===== src/pwmtr_regs.vh =====
// pwmtr_regs.vh: addresses, reset values and field positions of the
// timer register bank. assumes a 20-bit byte address space.
`ifndef PWMTR_REGS_VH
`define PWMTR_REGS_VH

// ----------------------------------------------------------------
// byte register addresses
// ----------------------------------------------------------------
`define PWMTR_A_PERIPHERAL_CLOCK_ENABLE_1 20'hf007a
`define PWMTR_A_ELC 20'hf0260
`define PWMTR_A_STR 20'hf0263
`define PWMTR_A_MR 20'hf0264
`define PWMTR_A_PMR 20'hf0265
`define PWMTR_A_FCR 20'hf0266
`define PWMTR_A_OER1 20'hf0267
`define PWMTR_A_OER2 20'hf0268
`define PWMTR_A_OCR 20'hf0269
`define PWMTR_A_DF0 20'hf026a
`define PWMTR_A_DF1 20'hf026b
`define PWMTR_A_CR0 20'hf0270
`define PWMTR_A_IORA0 20'hf0271
`define PWMTR_A_IORC0 20'hf0272
`define PWMTR_A_SR0 20'hf0273
`define PWMTR_A_IER0 20'hf0274
`define PWMTR_A_POCR0 20'hf0275
`define PWMTR_A_CR1 20'hf0280
`define PWMTR_A_IORA1 20'hf0281
`define PWMTR_A_IORC1 20'hf0282
`define PWMTR_A_SR1 20'hf0283
`define PWMTR_A_IER1 20'hf0284
`define PWMTR_A_POCR1 20'hf0285
`define PWMTR_A_P1 20'hfff01
`define PWMTR_A_PM1 20'hfff21

// ----------------------------------------------------------------
// word register addresses
// ----------------------------------------------------------------
`define PWMTR_A_CNT0 20'hf0276
`define PWMTR_A_GRA0 20'hf0278
`define PWMTR_A_GRB0 20'hf027a
`define PWMTR_A_GRC0 20'hfff58
`define PWMTR_A_GRD0 20'hfff5a
`define PWMTR_A_CNT1 20'hf0286
`define PWMTR_A_GRA1 20'hf0288
`define PWMTR_A_GRB1 20'hf028a
`define PWMTR_A_GRC1 20'hfff5c
`define PWMTR_A_GRD1 20'hfff5e

// ----------------------------------------------------------------
// bank indices
// ----------------------------------------------------------------
`define PWMTR_NB 22
`define PWMTR_NW 10
`define PWMTR_I_STR 5'h01
`define PWMTR_I_FCR 5'h04
`define PWMTR_I_OER1 5'h05
`define PWMTR_I_IORC0 5'h0c
`define PWMTR_I_SR0 5'h0d
`define PWMTR_I_IORC1 5'h12
`define PWMTR_I_SR1 5'h13
`define PWMTR_I_NONE 5'h1f
`define PWMTR_J_CNT0 4'h0
`define PWMTR_J_CNT1 4'h5
`define PWMTR_J_NONE 4'hf

// ----------------------------------------------------------------
// reset values and fields
// ----------------------------------------------------------------
`define PWMTR_R_ZERO8 8'h00
`define PWMTR_R_STR 8'h0c
`define PWMTR_R_FCR 8'h80
`define PWMTR_R_OER1 8'hff
`define PWMTR_R_IORC 8'h88
`define PWMTR_R_GEN 16'hffff
`define PWMTR_R_CNT 16'h0000
`define PWMTR_R_PM1 8'hff
`define PWMTR_PERIPHERAL_CLOCK_ENABLE_1_EN 4
`define PWMTR_PERIPHERAL_CLOCK_ENABLE_1_MASK 8'hf1

`endif


===== src/pwmtr_bank.v =====
// pwmtr_bank.v: register bank and clock-supply gate of a dual-channel
// 16-bit capture/compare/pwm timer.
// assumes a processor special-register port synchronous to clk_i; the
// counting core sits outside and reads the register outputs.
//
// Behaviour
// - peripheral enable 1 takes both single-bit and whole-byte writes.
// - system reset clears peripheral enable 1 to zero.
// - with the enable bit at 0 the timer clock is stopped and the whole timer is held in reset.
// - with the enable bit at 0 timer writes are ignored and reads give defaults, port 1 registers excepted.
// - with the enable bit at 1 the timer clock runs and all timer registers read and write.
// - timer registers may be undefined with the option frequency bit set and the enable bit clear.
// - the eight general registers are 16 bits wide and reset to all ones.
// - the function control register resets to 80h.
// - the first output master enable register resets to all ones.
// - each channel's c/d io control register is 8 bits and resets to 88h.
`timescale 1ns/1ps
`default_nettype none
`include "pwmtr_regs.vh"

module pwmtr_bank #(
  parameter NB = `PWMTR_NB,
  parameter NW = `PWMTR_NW
) (
  input wire clk_i,
  input wire rstn_i,
  input wire ce_i,
  input wire [19:0] addr_i,
  input wire wr_i,
  input wire bit_wr_i,
  input wire [2:0] bit_sel_i,
  input wire wide_i,
  input wire [15:0] wdata_i,
  input wire rd_i,
  input wire option_frequency_select_bit_i,
  input wire [15:0] status_set_i,
  output reg [15:0] rdata_o,
  output reg timer_clock_supply_enable_o,
  output reg timer_rstn_o,
  output reg [7:0] peripheral_clock_enable_1_o,
  output reg [8*NB-1:0] byte_regs_o,
  output reg [16*NW-1:0] word_regs_o,
  output reg [7:0] port_output_1_o,
  output reg [7:0] port_direction_1_o
);

  // ----------------------------------------------------------------
  // address decode functions
  // ----------------------------------------------------------------

  // byte register index, none when the address is not a timer byte reg
  function [4:0] byte_idx;
    input [19:0] a;
    begin
      case (a)
        `PWMTR_A_ELC: byte_idx = 5'h00;
        `PWMTR_A_STR: byte_idx = 5'h01;
        `PWMTR_A_MR: byte_idx = 5'h02;
        `PWMTR_A_PMR: byte_idx = 5'h03;
        `PWMTR_A_FCR: byte_idx = 5'h04;
        `PWMTR_A_OER1: byte_idx = 5'h05;
        `PWMTR_A_OER2: byte_idx = 5'h06;
        `PWMTR_A_OCR: byte_idx = 5'h07;
        `PWMTR_A_DF0: byte_idx = 5'h08;
        `PWMTR_A_DF1: byte_idx = 5'h09;
        `PWMTR_A_CR0: byte_idx = 5'h0a;
        `PWMTR_A_IORA0: byte_idx = 5'h0b;
        `PWMTR_A_IORC0: byte_idx = 5'h0c;
        `PWMTR_A_SR0: byte_idx = 5'h0d;
        `PWMTR_A_IER0: byte_idx = 5'h0e;
        `PWMTR_A_POCR0: byte_idx = 5'h0f;
        `PWMTR_A_CR1: byte_idx = 5'h10;
        `PWMTR_A_IORA1: byte_idx = 5'h11;
        `PWMTR_A_IORC1: byte_idx = 5'h12;
        `PWMTR_A_SR1: byte_idx = 5'h13;
        `PWMTR_A_IER1: byte_idx = 5'h14;
        `PWMTR_A_POCR1: byte_idx = 5'h15;
        default: byte_idx = `PWMTR_I_NONE;
      endcase
    end
  endfunction

  // word register index, none when the address is not a timer word reg
  function [3:0] word_idx;
    input [19:0] a;
    begin
      case (a)
        `PWMTR_A_CNT0: word_idx = 4'h0;
        `PWMTR_A_GRA0: word_idx = 4'h1;
        `PWMTR_A_GRB0: word_idx = 4'h2;
        `PWMTR_A_GRC0: word_idx = 4'h3;
        `PWMTR_A_GRD0: word_idx = 4'h4;
        `PWMTR_A_CNT1: word_idx = 4'h5;
        `PWMTR_A_GRA1: word_idx = 4'h6;
        `PWMTR_A_GRB1: word_idx = 4'h7;
        `PWMTR_A_GRC1: word_idx = 4'h8;
        `PWMTR_A_GRD1: word_idx = 4'h9;
        default: word_idx = `PWMTR_J_NONE;
      endcase
    end
  endfunction

  // reset value of a byte register
  function [7:0] byte_rst;
    input [4:0] i;
    begin
      case (i)
        `PWMTR_I_STR: byte_rst = `PWMTR_R_STR;
        `PWMTR_I_FCR: byte_rst = `PWMTR_R_FCR;
        `PWMTR_I_OER1: byte_rst = `PWMTR_R_OER1;
        `PWMTR_I_IORC0: byte_rst = `PWMTR_R_IORC;
        `PWMTR_I_IORC1: byte_rst = `PWMTR_R_IORC;
        default: byte_rst = `PWMTR_R_ZERO8;
      endcase
    end
  endfunction

  // new byte value for a whole-byte or a single-bit write
  function [7:0] merge;
    input [7:0] old;
    input [7:0] d;
    input bw;
    input [2:0] sel;
    reg [7:0] m;
    begin
      m = old;
      m[sel] = d[0];
      merge = bw ? m : d;
    end
  endfunction

  // ----------------------------------------------------------------
  // access qualification
  // ----------------------------------------------------------------
  wire en;
  wire any_wr;
  wire [4:0] bi;
  wire [3:0] wi;
  wire [7:0] wbyte;

  assign en = peripheral_clock_enable_1_o[`PWMTR_PERIPHERAL_CLOCK_ENABLE_1_EN];
  assign any_wr = ce_i & (wr_i | bit_wr_i);
  assign bi = byte_idx(addr_i);
  assign wi = word_idx(addr_i);
  assign wbyte = wdata_i[7:0];

  // ----------------------------------------------------------------
  // peripheral enable and port registers, always accessible
  // ----------------------------------------------------------------

  // enable register: bit or byte writes, cleared by reset
  always @(posedge clk_i) begin
    if (!rstn_i) begin
      peripheral_clock_enable_1_o <= `PWMTR_R_ZERO8;
    end else if (any_wr && addr_i == `PWMTR_A_PERIPHERAL_CLOCK_ENABLE_1) begin
      peripheral_clock_enable_1_o <= merge(peripheral_clock_enable_1_o, wbyte, bit_wr_i, bit_sel_i)
        & `PWMTR_PERIPHERAL_CLOCK_ENABLE_1_MASK;
    end
  end

  // port output and direction stay live whatever the enable bit says
  always @(posedge clk_i) begin
    if (!rstn_i) begin
      port_output_1_o <= `PWMTR_R_ZERO8;
      port_direction_1_o <= `PWMTR_R_PM1;
    end else if (any_wr) begin
      if (addr_i == `PWMTR_A_P1) begin
        port_output_1_o <= merge(port_output_1_o, wbyte, bit_wr_i, bit_sel_i);
      end
      if (addr_i == `PWMTR_A_PM1) begin
        port_direction_1_o <= merge(port_direction_1_o, wbyte, bit_wr_i, bit_sel_i);
      end
    end
  end

  // ----------------------------------------------------------------
  // clock gate and timer reset
  // ----------------------------------------------------------------

  // clock runs and reset lifts only with the enable bit set
  always @(posedge clk_i) begin
    if (!rstn_i) begin
      timer_clock_supply_enable_o <= 1'b0;
      timer_rstn_o <= 1'b0;
    end else if (ce_i) begin
      timer_clock_supply_enable_o <= en;
      timer_rstn_o <= en;
    end
  end

  // ----------------------------------------------------------------
  // timer byte registers
  // ----------------------------------------------------------------
  genvar g;
  generate
    for (g = 0; g < NB; g = g + 1) begin : g_byte
      // a genvar has no bits of its own, so the index is a sized constant
      localparam [4:0] IDX = g;
      wire hit;
      wire is_sr;
      wire [7:0] set_bits;
      wire [7:0] cur;
      wire [7:0] nv;
      assign hit = any_wr & en & (bi == IDX);
      assign is_sr = (IDX == `PWMTR_I_SR0) | (IDX == `PWMTR_I_SR1);
      assign set_bits = (IDX == `PWMTR_I_SR0) ? status_set_i[7:0] :
                        (IDX == `PWMTR_I_SR1) ? status_set_i[15:8] : 8'h00;
      assign cur = byte_regs_o[8*g +: 8];
      assign nv = merge(cur, wbyte, bit_wr_i, bit_sel_i);

      // held at reset value while the timer is off; status flags are
      // cleared by writing 0 and a hardware set in the same cycle wins
      always @(posedge clk_i) begin
        if (!rstn_i) begin
          byte_regs_o[8*g +: 8] <= byte_rst(IDX);
        end else if (ce_i) begin
          if (!en) begin
            byte_regs_o[8*g +: 8] <= byte_rst(IDX);
          end else if (is_sr) begin
            byte_regs_o[8*g +: 8] <= (hit ? (cur & nv) : cur) | set_bits;
          end else if (hit) begin
            byte_regs_o[8*g +: 8] <= nv;
          end
        end
      end
    end
  endgenerate

  // ----------------------------------------------------------------
  // timer word registers
  // ----------------------------------------------------------------
  generate
    for (g = 0; g < NW; g = g + 1) begin : g_word
      // sized copy of the loop index for the decode compare
      localparam [3:0] IDX = g;
      wire hit;
      wire [15:0] rv;
      assign hit = ce_i & wr_i & wide_i & en & (wi == IDX);
      assign rv = (IDX == `PWMTR_J_CNT0 || IDX == `PWMTR_J_CNT1) ?
                  `PWMTR_R_CNT : `PWMTR_R_GEN;

      // general registers come out of reset as all ones
      always @(posedge clk_i) begin
        if (!rstn_i) begin
          word_regs_o[16*g +: 16] <= rv;
        end else if (ce_i) begin
          if (!en) begin
            word_regs_o[16*g +: 16] <= rv;
          end else if (hit) begin
            word_regs_o[16*g +: 16] <= wdata_i;
          end
        end
      end
    end
  endgenerate

  // ----------------------------------------------------------------
  // read path
  // ----------------------------------------------------------------
  reg [15:0] next_rdata;

  // timer regs already sit at defaults while disabled, so reads give them
  always @* begin
    next_rdata = 16'h0000;
    if (addr_i == `PWMTR_A_PERIPHERAL_CLOCK_ENABLE_1) begin
      next_rdata = {8'h00, peripheral_clock_enable_1_o};
    end else if (addr_i == `PWMTR_A_P1) begin
      next_rdata = {8'h00, port_output_1_o};
    end else if (addr_i == `PWMTR_A_PM1) begin
      next_rdata = {8'h00, port_direction_1_o};
    end else if (bi != `PWMTR_I_NONE) begin
      next_rdata = {8'h00, byte_regs_o[8*bi +: 8]};
    end else if (wi != `PWMTR_J_NONE) begin
      next_rdata = word_regs_o[16*wi +: 16];
    end
  end

  // read data registered one cycle after the request
  always @(posedge clk_i) begin
    if (!rstn_i) begin
      rdata_o <= 16'h0000;
    end else if (ce_i && rd_i) begin
      rdata_o <= next_rdata;
    end
  end

endmodule // pwmtr_bank
`default_nettype wire


===== config.mk =====
export PLATFORM = sky130hd
export DESIGN_NAME = pwmtr_bank
export DESIGN_NICKNAME = d
export VERILOG_FILES = /design/src/pwmtr_bank.v
export VERILOG_INCLUDE_DIRS = /design/src /design/src/src
export SDC_FILE = /design/constraint.sdc
export NUM_CORES = 1
export LEC_CHECK = 0
export BUFFER_PORTS_ARGS = -buffer_cell sky130_fd_sc_hd__buf_2
export CORE_MARGIN = 1
export CORE_UTILIZATION = 39
export CTS_CLUSTER_DIAMETER = 30
export CTS_CLUSTER_SIZE = 16
export DETAILED_ROUTE_END_ITERATION = 12
export GPL_TIMING_DRIVEN = 1
export PLACE_DENSITY = 0.6
export SYNTH_ARGS = -nofsm -noshare
export SYNTH_HDL_FRONTEND = slang
export SYNTH_SLANG_ARGS = --single-unit

===== constraint.sdc =====
create_clock -name clk_i -period 3.4 [get_ports clk_i]
set_input_delay 0.68 -clock clk_i [delete_from_list [all_inputs] [get_ports clk_i]]
set_output_delay 0.68 -clock clk_i [all_outputs]
set_load 0.005 [all_outputs]

==> qor.csv, run 1 <==
stage,metric,value,unit
floorplan,io_pins,441,
global_routing,antenna_found_initial,5,
routing,wl_met3,10.07,mm
timing,hold_violations,0,
yosys,async_reset_ff_share,0,%
placed_design,gp_congestion,1.004,
global_routing,grt_pass1_vias,20901,
routing,antenna_left,0,
routing,dr.pass1.iters,7,
cts,root_buffer,clkbuf_16,
timing,slew_headroom,21.99,%
yosys,yosysUniqueCellTypes,101,
routing,drt-wirelength-per-cell,25.02,um
floorplan,die_w,220.9,um
worst_setup_path,r2r-end,g_byte[1].cur[2],
worst_setup_path,worst_setup_path_start_kind,primary input,
timing,tightest_slew,1169,ps
cts,htreeDepth,3,
power_and_ir_drop,pwr-share-clk,61.5,%
worst_setup_path,regToRegSetupSlack,1170,ps
finish,mostFrequentLayoutCell,buf_2,
timing,finalClockSkew,42.38,ps
worst_hold_path,hold_class,primary input to register,
routing,drt_iter0_markers,2473,
floorplan,design.core.area,46950,um^2
timing,rsz0062_at_grt,false,
floorplan,initial_core_util,39.81,%
finish,syn_to_final_growth,41.81,%
power_and_ir_drop,pwr-share-comb,7.1,%
global_routing,grt_overflow_total,0,
power_and_ir_drop,switchingPower,3.696,mW
finish,nNetsFinal,3043,
yosys,avgSynthCellArea,7.856,um^2
cts,cts_sinks,374,
timing,fmax,301.3,MHz
routing,remaining_drc_errors,0,
worst_setup_path,critical_path_class,primary input to register,
floorplan,rows,79,
job,drv.max_cap_violation_count,0,
worst_setup_path,end_kind,register,
yosys,synth-edff-count,0,
global_routing,grt_max_degree,177,
routing,vias,22163,
yosys,ys.flop_type,dfxtp_1,
worst_setup_path,cp_data_required_time,3960,ps
timing,fin_crit_sh,97.62,%
worst_setup_path,crit_arrival,3880,ps
worst_hold_path,min_to,word_regs_o[8],
finish,register_area,7488,um^2
cts,ctsResizeCount,0,
global_routing,grtUsageTotal,36.05,%
finish,fillCellCount,4295,
routing,highest_layer,met5,
cts,cts_hold_buf,0,
cts,clock_latency,630,ps
worst_setup_path,reg2reg_depth,5,
cts,postCtsSetupRepairBufs,0,
worst_setup_path,r2r_start,peripheral_clock_enable_1_o[4],
routing,viasPerCell,6.049,
timing,maxSlewViolCount,0,
worst_hold_path,holdPathStages,3,
floorplan,die-area,48800,um^2
yosys,seq_area_frac_synth,40.06,%
timing,finalCriticalPeriod,3319,ps
finish,multi_input_area,10150,um^2
routing,met1Wirelength,37.38,mm
worst_setup_path,cp_max_fo,14,
yosys,synth_area,18690,um^2
cts,clk_pin_slew,50,ps
finish,fin_cells,3664,
power_and_ir_drop,ir_drop,0.5308,mV
placed_design,dp.cells,3492,
routing,route.met2.wl,39.84,mm
power_and_ir_drop,p_leak,11.41,nW
power_and_ir_drop,p_sw_share,24.59,%
yosys,syn_inst,2379,
worst_hold_path,hp-start,wdata_i[8],
placed_design,dp_hpwl,67.74,mm
cts,cts_tree,yes,
floorplan,die_y,220.9,um
routing,routed_wl,91.66,mm
power_and_ir_drop,pwr-share-seq,31.4,%
global_routing,grt_first_pass_wirelength,133.9,mm
placed_design,port_buffers,436,
cts,numCtsBuffers,93,
cts,clock_path_buffers,3,
power_and_ir_drop,p_int,11.34,mW
finish,mostFrequentLayoutCells,"buf_2 (435), dfxtp_1 (373), nand2_1 (302)",
finish,drive_above_1_share,31.39,%
timing,whs,321.9,ps
run_status,status,completed,
yosys,synth_seq_cells,374,
timing,finalSetupViolations,0,
power_and_ir_drop,power_density,567.1,nW/um^2
yosys,ys_warn_count,0,
flip-flops by register name (all words and copies together), names as in the netlist:
name                         flops
word_regs_o                    160
port_direction_1_o               8
timer_rstn_o                     1
peripheral_clock_enable_1_o      5
rdata_o                         16
g_byte.cur                     176
port_output_1_o                  8
critical path: stages:
cell and delay (ps):
buf_2 250, buf_4 180, and4bb_2 260, o311a_1 400
o21ai_2 260, buf_12 190, o22ai_1 100, buf_4 160
a2111oi_0 940, buf_4 250, a311oi_1 50, o21ai_1 140
power by group through the flow:
stage	sequential, mW	combinational [mW]	clock (mW)
after detailed placement	4.78	1.04	0
final	4.71	1.07	9.25
after global placement	4.78	1.02	0
after floorplan	4.74	0.544	0
after global routing	4.72	1.15	9.53
after CTS	4.71	1.05	9.27
Yosys cell counts, types with 16 or more instances:
| library cell | number | share of area, % |
|---|---|---|
| clkbuf_1 | 136 | 2.7 |
| inv_1 | 16 | 0.32 |
| o31ai_1 | 18 | 0.72 |
| buf_1 | 20 | 0.40 |
| nand3_1 | 72 | 1.9 |
| o21ai_1 | 34 | 0.91 |
| nand2_1 | 302 | 6.1 |
| nand2b_1 | 35 | 1.2 |
| o211ai_1 | 152 | 6.1 |
| nor3_1 | 24 | 0.64 |
| dfxtp_1 | 374 | 40 |
| nor2_1 | 230 | 4.6 |
| o22ai_1 | 100 | 3.3 |
| o21ai_0 | 202 | 5.4 |
| mux2i_1 | 18 | 0.96 |
| and2_1 | 31 | 1.0 |
| a21boi_0 | 19 | 0.76 |
| o21a_1 | 24 | 0.96 |
| a21oi_1 | 211 | 5.7 |
| buf_2 | 42 | 1.1 |
| nor2b_1 | 30 | 1.0 |
worst max path at each step:
stage	start	end	slack (ps)	cells past startpoint
floorplan	addr_i[13]	rdata_o[4]	110	12
global placement	addr_i[13]	rdata_o[0]	-620	12
detailed placement	addr_i[13]	rdata_o[0]	-620	12
CTS	addr_i[13]	rdata_o[0]	9	12
global route	addr_i[13]	rdata_o[5]	3	12
finish	addr_i[4]	rdata_o[5]	80	12
routing by layer:
metal / up-vias / GRT usage [%]
li1: 9913 / -
met1: 10626 / 47.47
met2: 1373 / 54.57
met3: 249 / 9.481
met4: 2 / 17.51
met5: - / 0
logic make-up after synthesis:
group	share of synthesized area, %
AO/OA/AOI/OAI	30.91
AND/OR/NAND/NOR	21.23
flip-flops	40.06
buffers and inverters	5.804
multiplexers	1.888
XOR/XNOR	0.09374
other	0.02006
layout make-up:
cell class	count	share of cell area, %
antenna	2	0.01888
clock buffer	123	9.965
clock inverter	47	2.601
inverter	17	0.2407
multi-input combinational	1768	38.30
sequential	374	28.25
tap	607	2.865
timing repair buffer	726	17.75
metrics by stage:
step                setup TNS, ps  setup WS (ps)  area (um^2)  total power [mW]  utilization (%)
floorplan                       0          112.8        18700             5.287                -
global placement           -21870         -615.4        23160             5.803            49.34
detailed placement         -38930         -616.9        23160             5.824            49.34
CTS                             0          9.067        26490             15.03            56.43
global route                    0          2.891        26500             15.41            56.44
finish                          0          80.75        26510             15.03            56.45
Power figures use the tool's default switching activity.
==> run 2: changes to the inputs <==
--- a/config.mk
+++ b/config.mk
@@ -13,7 +13,9 @@
 export CTS_CLUSTER_SIZE = 16
 export DETAILED_ROUTE_END_ITERATION = 12
 export GPL_TIMING_DRIVEN = 1
+export HOLD_SLACK_MARGIN = 0.08
 export PLACE_DENSITY = 0.6
+export REMOVE_ABC_BUFFERS = 1
 export SYNTH_ARGS = -nofsm -noshare
 export SYNTH_HDL_FRONTEND = slang
 export SYNTH_SLANG_ARGS = --single-unit
==> constraint.sdc (replaced) <==
create_clock -name clk_i -period 3.4 [get_ports clk_i]
set_input_delay 0 -clock clk_i [delete_from_list [all_inputs] [get_ports clk_i]]
set_output_delay 0 -clock clk_i [all_outputs]
set_load 0.005 [all_outputs]
==> qor.csv, run 2 (synthesis gave the netlist of run 1 again) <==
stage,metric,value,unit,change
timing,maxSlewViolCount,0,,unchanged
job,drv.max_cap_violation_count,0,,unchanged
floorplan,initial_core_util,39.81,%,unchanged
cts,clock_path_buffers,3,,unchanged
routing,drt-wirelength-per-cell,26.17,um,+4.6%
floorplan,die-area,48800,um^2,unchanged
power_and_ir_drop,p_leak,10.73,nW,-6.0%
floorplan,rows,79,,unchanged
global_routing,gr-usage-met2,57.55,%,+3.0 points
timing,finalSetupViolations,0,,unchanged
cts,clk_pin_slew,50,ps,about the same
power_and_ir_drop,ir_drop,0.4751,mV,-11%
placed_design,port_buffers,436,,unchanged
timing,fmax,317.7,MHz,+5.4%
worst_setup_path,path_cells,buf_2 > and4_1 > nand4_2 > buf_4 > nor4_2 > nand2_1 > nor2_1 > buf_4 > nand3_1 > dlygate4sd3_1 > a21oi_1 > dlygate4sd3_1,,
placed_design,place_area,21700,um^2,-6.3%
global_routing,grtUsageTotal,36.49,%,+0.45 points
worst_setup_path,reg2reg_depth,7,,+2
cts,postCtsSetupRepairBufs,0,,unchanged
global_routing,grt_first_pass_wirelength,135.5,mm,+1.1%
cts,numCtsBuffers,95,,+2.2%
worst_setup_path,critical_path_class,primary input to register,,
timing,slew_headroom,26.89,%,+4.9 points
global_routing,grtUsageMet3,10.98,%,+1.5 points
run_status,status,completed,,
timing,finalCriticalPeriod,3148,ps,-171.3 ps
routing,routed_wl,92.63,mm,+1.1%
worst_setup_path,cp_max_fo,11,,-3
timing,fin_tns_setup,0,ps,unchanged
placed_design,dp_hpwl,63.77,mm,-5.9%
worst_setup_path,worst_setup_path_start_kind,primary input,,
worst_setup_path,slowest_stage,dlygate4sd3_1,,
routing,vias,22052,,-0.50%
worst_setup_path,end_kind,register,,
finish,nNetsFinal,2919,,-4.1%
global_routing,grt_overflow_total,0,,unchanged
floorplan,die_w,220.9,um,unchanged
finish,drive_above_1_share,26.98,%,-4.4 points
floorplan,die_y,220.9,um,unchanged
routing,dr.pass1.iters,5,,-2
finish,mostFrequentLayoutCells,"buf_2 (435), dfxtp_1 (373), nand2_1 (302)",,
routing,antenna_left,0,,unchanged
worst_setup_path,regToRegSetupSlack,610,ps,-560 ps
routing,remaining_drc_errors,0,,unchanged
global_routing,antenna_found_initial,2,,-3
global_routing,grt_max_degree,101,,-43%
timing,fin_crit_sh,92.59,%,-5.0 points
floorplan,design.core.area,46950,um^2,unchanged
finish,stdcell_area,25500,um^2,-3.8%
cts,root_buffer,clkbuf_16,,
finish,mostFrequentLayoutCell,buf_2,,
cts,cts_sinks,374,,unchanged
finish,largest_reg_flops,176,,unchanged
worst_hold_path,holdPathStages,4,,+1
timing,hold_violations,0,,unchanged
timing,finalClockSkew,22.80,ps,-19.59 ps
cts,cts_tree,yes,,
routing,drt_iter0_markers,2948,,+19%
routing,viasPerCell,6.229,,+3.0%
global_routing,use_met1,44.17,%,-3.3 points
power_and_ir_drop,power_density,595.3,nW/um^2,+5.0%
cts,ctsResizeCount,0,,unchanged
global_routing,grt_pass1_vias,20770,,-0.63%
worst_setup_path,crit_arrival,3710,ps,-170 ps
placed_design,gp_congestion,0.9621,,-4.1%
finish,syn_to_final_growth,36.46,%,
worst_setup_path,cp_data_required_time,3960,ps,about the same
cts,clock_latency,630,ps,about the same
worst_hold_path,hold_class,primary input to register,,
worst_setup_path,cp_slowest_stage_delay,570,ps,-370 ps
timing,rsz0062_at_grt,false,,
floorplan,io_pins,441,,unchanged
cts,htreeDepth,3,,unchanged
global_routing,busiest_layer,met2,,
timing,tightest_slew,1097,ps,-72.20 ps
-- run 2: cell type report --
type / instances / area, um^2
Tap cell: 607 / 759.5
Multi-Input combinational cell: 1768 / 10150
Inverter: 17 / 63.81
Clock inverter: 51 / 711.9
Clock buffer: 122 / 2640
Sequential cell: 374 / 7491
Antenna cell: 1 / 2.502
Fill cell: 4395 / 21450
Timing Repair Buffer: 600 / 3685
-- run 2: path summary, 6_finish.rpt --
| kind | startpoint | to |
|---|---|---|
| worst max register to register | peripheral_clock_enable_1_o[4] | g_byte[19].cur[2] |
| worst min-delay path | ce_i | g_byte[19].cur[0] |
| worst min register to register | rdata_o[12] | rdata_o[12] |
| worst max-delay path | addr_i[18] | port_output_1_o[0] |
-- run 2: what timing repair did --
action	in CTS	in global routing
hold buffers	45	0
endpoints found under the hold margin	199	0
endpoints found under the setup margin	0	0
-- run 2: critical path, delay by kind of cell --
kind | cells | cell delay [ps]
AND/OR/NAND/NOR | 6 | 1890
buffers and inverters | 5 | 1700
AO/OA/AOI/OAI | 1 | 120
-- run 2: metal layers --
layer	share of wire [%]	up-vias
met5	0.014	-
met4	6.0	2
met3	12	343
met2	45	1618
met1	37	10454
li1	-	9635
-- run 2: per-stage QoR --
stage	utilization [%]	instances	power, mW	hold slack [ps]	worst slack (ps)
final	54.32	3540	15.18	107.4	252.0
after global routing	54.32	3540	15.52	118.5	94.38
after global placement	46.22	3321	5.728	295.1	173.3
after detailed placement	46.22	3321	5.746	300.0	107.3
after floorplan	-	2159	5.174	61.94	-864.4
after CTS	54.32	3539	15.16	81.72	362.3
-- run 2: power by group --
group	total [mW]	internal [mW]	switching [mW]
sequential	4.71	4.55	0.152
clock	9.44	6.63	2.82
combinational	1.03	0.392	0.643
total	15.2	11.6	3.61
==> run 3: changes to the inputs <==
--- a/config.mk
+++ b/config.mk
@@ -14,6 +14,7 @@
 export DETAILED_ROUTE_END_ITERATION = 12
 export GPL_TIMING_DRIVEN = 1
 export HOLD_SLACK_MARGIN = 0.08
+export MAX_ROUTING_LAYER = met4
 export PLACE_DENSITY = 0.6
 export REMOVE_ABC_BUFFERS = 1
 export SYNTH_ARGS = -nofsm -noshare
==> qor.csv, run 3 (synthesis gave the netlist of run 1 again) <==
stage,metric,value,unit,change
routing,remaining_drc_errors,0,,unchanged
routing,viasPerCell,6.173,,-0.90%
worst_setup_path,r2r-end,word_regs_o[94],,
routing,vias,21871,,-0.82%
finish,nNetsFinal,2921,,+0.069%
timing,maxSlewViolCount,0,,unchanged
timing,whs,166.8,ps,+59.35 ps
finish,fin_cells,3543,,+0.085%
placed_design,gp_congestion,0.9710,,+0.93%
worst_setup_path,end_kind,register,,
timing,finalClockSkew,27.98,ps,+5.181 ps
global_routing,grt_pass1_vias,20811,,+0.20%
finish,largest_reg_flops,176,,unchanged
worst_hold_path,holdPathStages,6,,+2
worst_setup_path,worst_setup_path_start_kind,primary input,,
global_routing,grtUsageTotal,37.70,%,+1.2 points
placed_design,dp.cells,3323,,+0.060%
cts,root_buffer,clkbuf_16,,
power_and_ir_drop,p_leak,10.68,nW,-0.44%
worst_setup_path,r2r_start,peripheral_clock_enable_1_o[4],,
worst_setup_path,crit_arrival,3530,ps,-180 ps
timing,rsz0062_at_grt,false,,
placed_design,port_buffers,436,,unchanged
worst_hold_path,min_to,rdata_o[5],,
cts,numCtsBuffers,93,,-2.1%
timing,finalCriticalPeriod,2962,ps,-186.4 ps
worst_hold_path,hold_class,primary input to register,,
routing,drt-wirelength-per-cell,26.15,um,about the same
timing,tightest_slew,1141,ps,+44.69 ps
power_and_ir_drop,ir_drop,0.4500,mV,-5.3%
floorplan,die_y,220.9,um,unchanged
worst_setup_path,critical_path_class,primary input to register,,
placed_design,dp_slack,-96.27,ps,-203.5 ps
floorplan,io_pins,441,,unchanged
timing,fin_crit_sh,87.11,%,-5.5 points
cts,clock_path_buffers,3,,unchanged
cts,cts_sinks,374,,unchanged
placed_design,dp_hpwl,64.51,mm,+1.2%
finish,mostFrequentLayoutCells,"buf_2 (435), dfxtp_1 (373), nand2_1 (302)",,
routing,drt_iter0_markers,2687,,-8.9%
global_routing,grt_max_degree,97,,-4.0%
cts,clock_latency,640,ps,about the same
floorplan,rows,79,,unchanged
timing,fmax,337.7,MHz,+6.3%
cts,htreeDepth,3,,unchanged
worst_hold_path,hp-start,rd_i,,
routing,routed_wl,92.64,mm,about the same
routing,antenna_left,0,,unchanged
timing,final.setup.worst_slack,438.4,ps,+186.4 ps
floorplan,die_w,220.9,um,unchanged
timing,finalSetupViolations,0,,unchanged
cts,cts_tree,yes,,
finish,drive_above_1_share,26.86,%,-0.12 points
run_status,status,completed,,
floorplan,initial_core_util,39.81,%,unchanged
worst_setup_path,regToRegSetupSlack,800,ps,+190 ps
floorplan,die-area,48800,um^2,unchanged
finish,fillCellCount,4379,,-0.36%
finish,syn_to_final_growth,36.24,%,
floorplan,design.core.area,46950,um^2,unchanged
job,drv.max_cap_violation_count,0,,unchanged
timing,hold_violations,0,,unchanged
power_and_ir_drop,power_density,578.8,nW/um^2,-2.8%
cts,clk_pin_slew,40,ps,about the same
global_routing,grt_first_pass_wirelength,135.2,mm,-0.22%
finish,mostFrequentLayoutCell,buf_2,,
timing,slew_headroom,23.63,%,-3.3 points
worst_setup_path,cp_max_fo,16,,+5
worst_setup_path,cp_data_required_time,3960,ps,about the same
global_routing,grt_overflow_total,0,,unchanged
worst_setup_path,reg2reg_depth,7,,unchanged
global_routing,antenna_found_initial,2,,unchanged
routing,dr.pass1.iters,6,,+1
[run 3: final cells by class]
class	count	area [um^2]	area share (%)
multi-input combinational	1768	10150	39.86
sequential	374	7491	29.42
timing repair buffer	604	3757	14.76
clock buffer	127	2679	10.52
tap	607	759.5	2.983
clock inverter	44	558.0	2.191
inverter	17	63.81	0.2506
antenna	2	5.005	0.01965
[run 3: how the worst max path moves through the flow]
stage | startpoint | cells past startpoint | end | slack, ps
floorplan | peripheral_clock_enable_1_o[4] | 3 | word_regs_o[31] | -860
global placement | addr_i[4] | 12 | rdata_o[0] | -90
detailed placement | addr_i[5] | 12 | rdata_o[0] | -100
CTS | addr_i[13] | 13 | word_regs_o[13] | 520
global route | addr_i[13] | 12 | rdata_o[0] | 240
finish | addr_i[5] | 13 | word_regs_o[13] | 440
[run 3: power by group]
part | switching (mW) | internal, mW | leakage, nW
clock network | 2.83 | 6.17 | 1.58
logic | 0.645 | 0.393 | 6.04
registers | 0.150 | 4.55 | 3.07
[run 3: what timing repair did]
| item | 4_1_cts | 5_1_grt |
|---|---|---|
| buffers inserted | 0 | 0 |
| endpoints found under the hold margin | 224 | 0 |
| resized for setup | 0 | 0 |
| hold buffers | 47 | 0 |
[run 3: critical path, stage by stage]
cell and delay [ps]:
buf_2 180, buf_4 230, or3_1 420, buf_4 190, nor3_1 220, o21ai_0 300, a211o_1 400, o31ai_1 280
and2_1 170, buf_4 290, nand3_1 120, a21oi_1 140, dlygate4sd3_1 570
[run 3: layer usage]
metal,GRT usage (%),vias up,wire length (um)
met4,18.81,0,5044
met5,-,-,0
met1,43.99,10351,34500
met3,10.97,319,11040
met2,59.05,1546,42050
li1,-,9655,-
[run 3: metrics by stage]
stage	instance area [um^2]	util, %	total power [mW]	setup TNS (ps)
3_5_place_dp	21750	46.33	5.747	-96.27
5_1_grt	25460	54.24	15.11	0
2_1_floorplan	17680	-	5.174	-54810
3_3_place_gp	21750	46.33	5.727	-90.97
4_1_cts	25460	54.23	14.74	0
6_report	25460	54.24	14.74	0
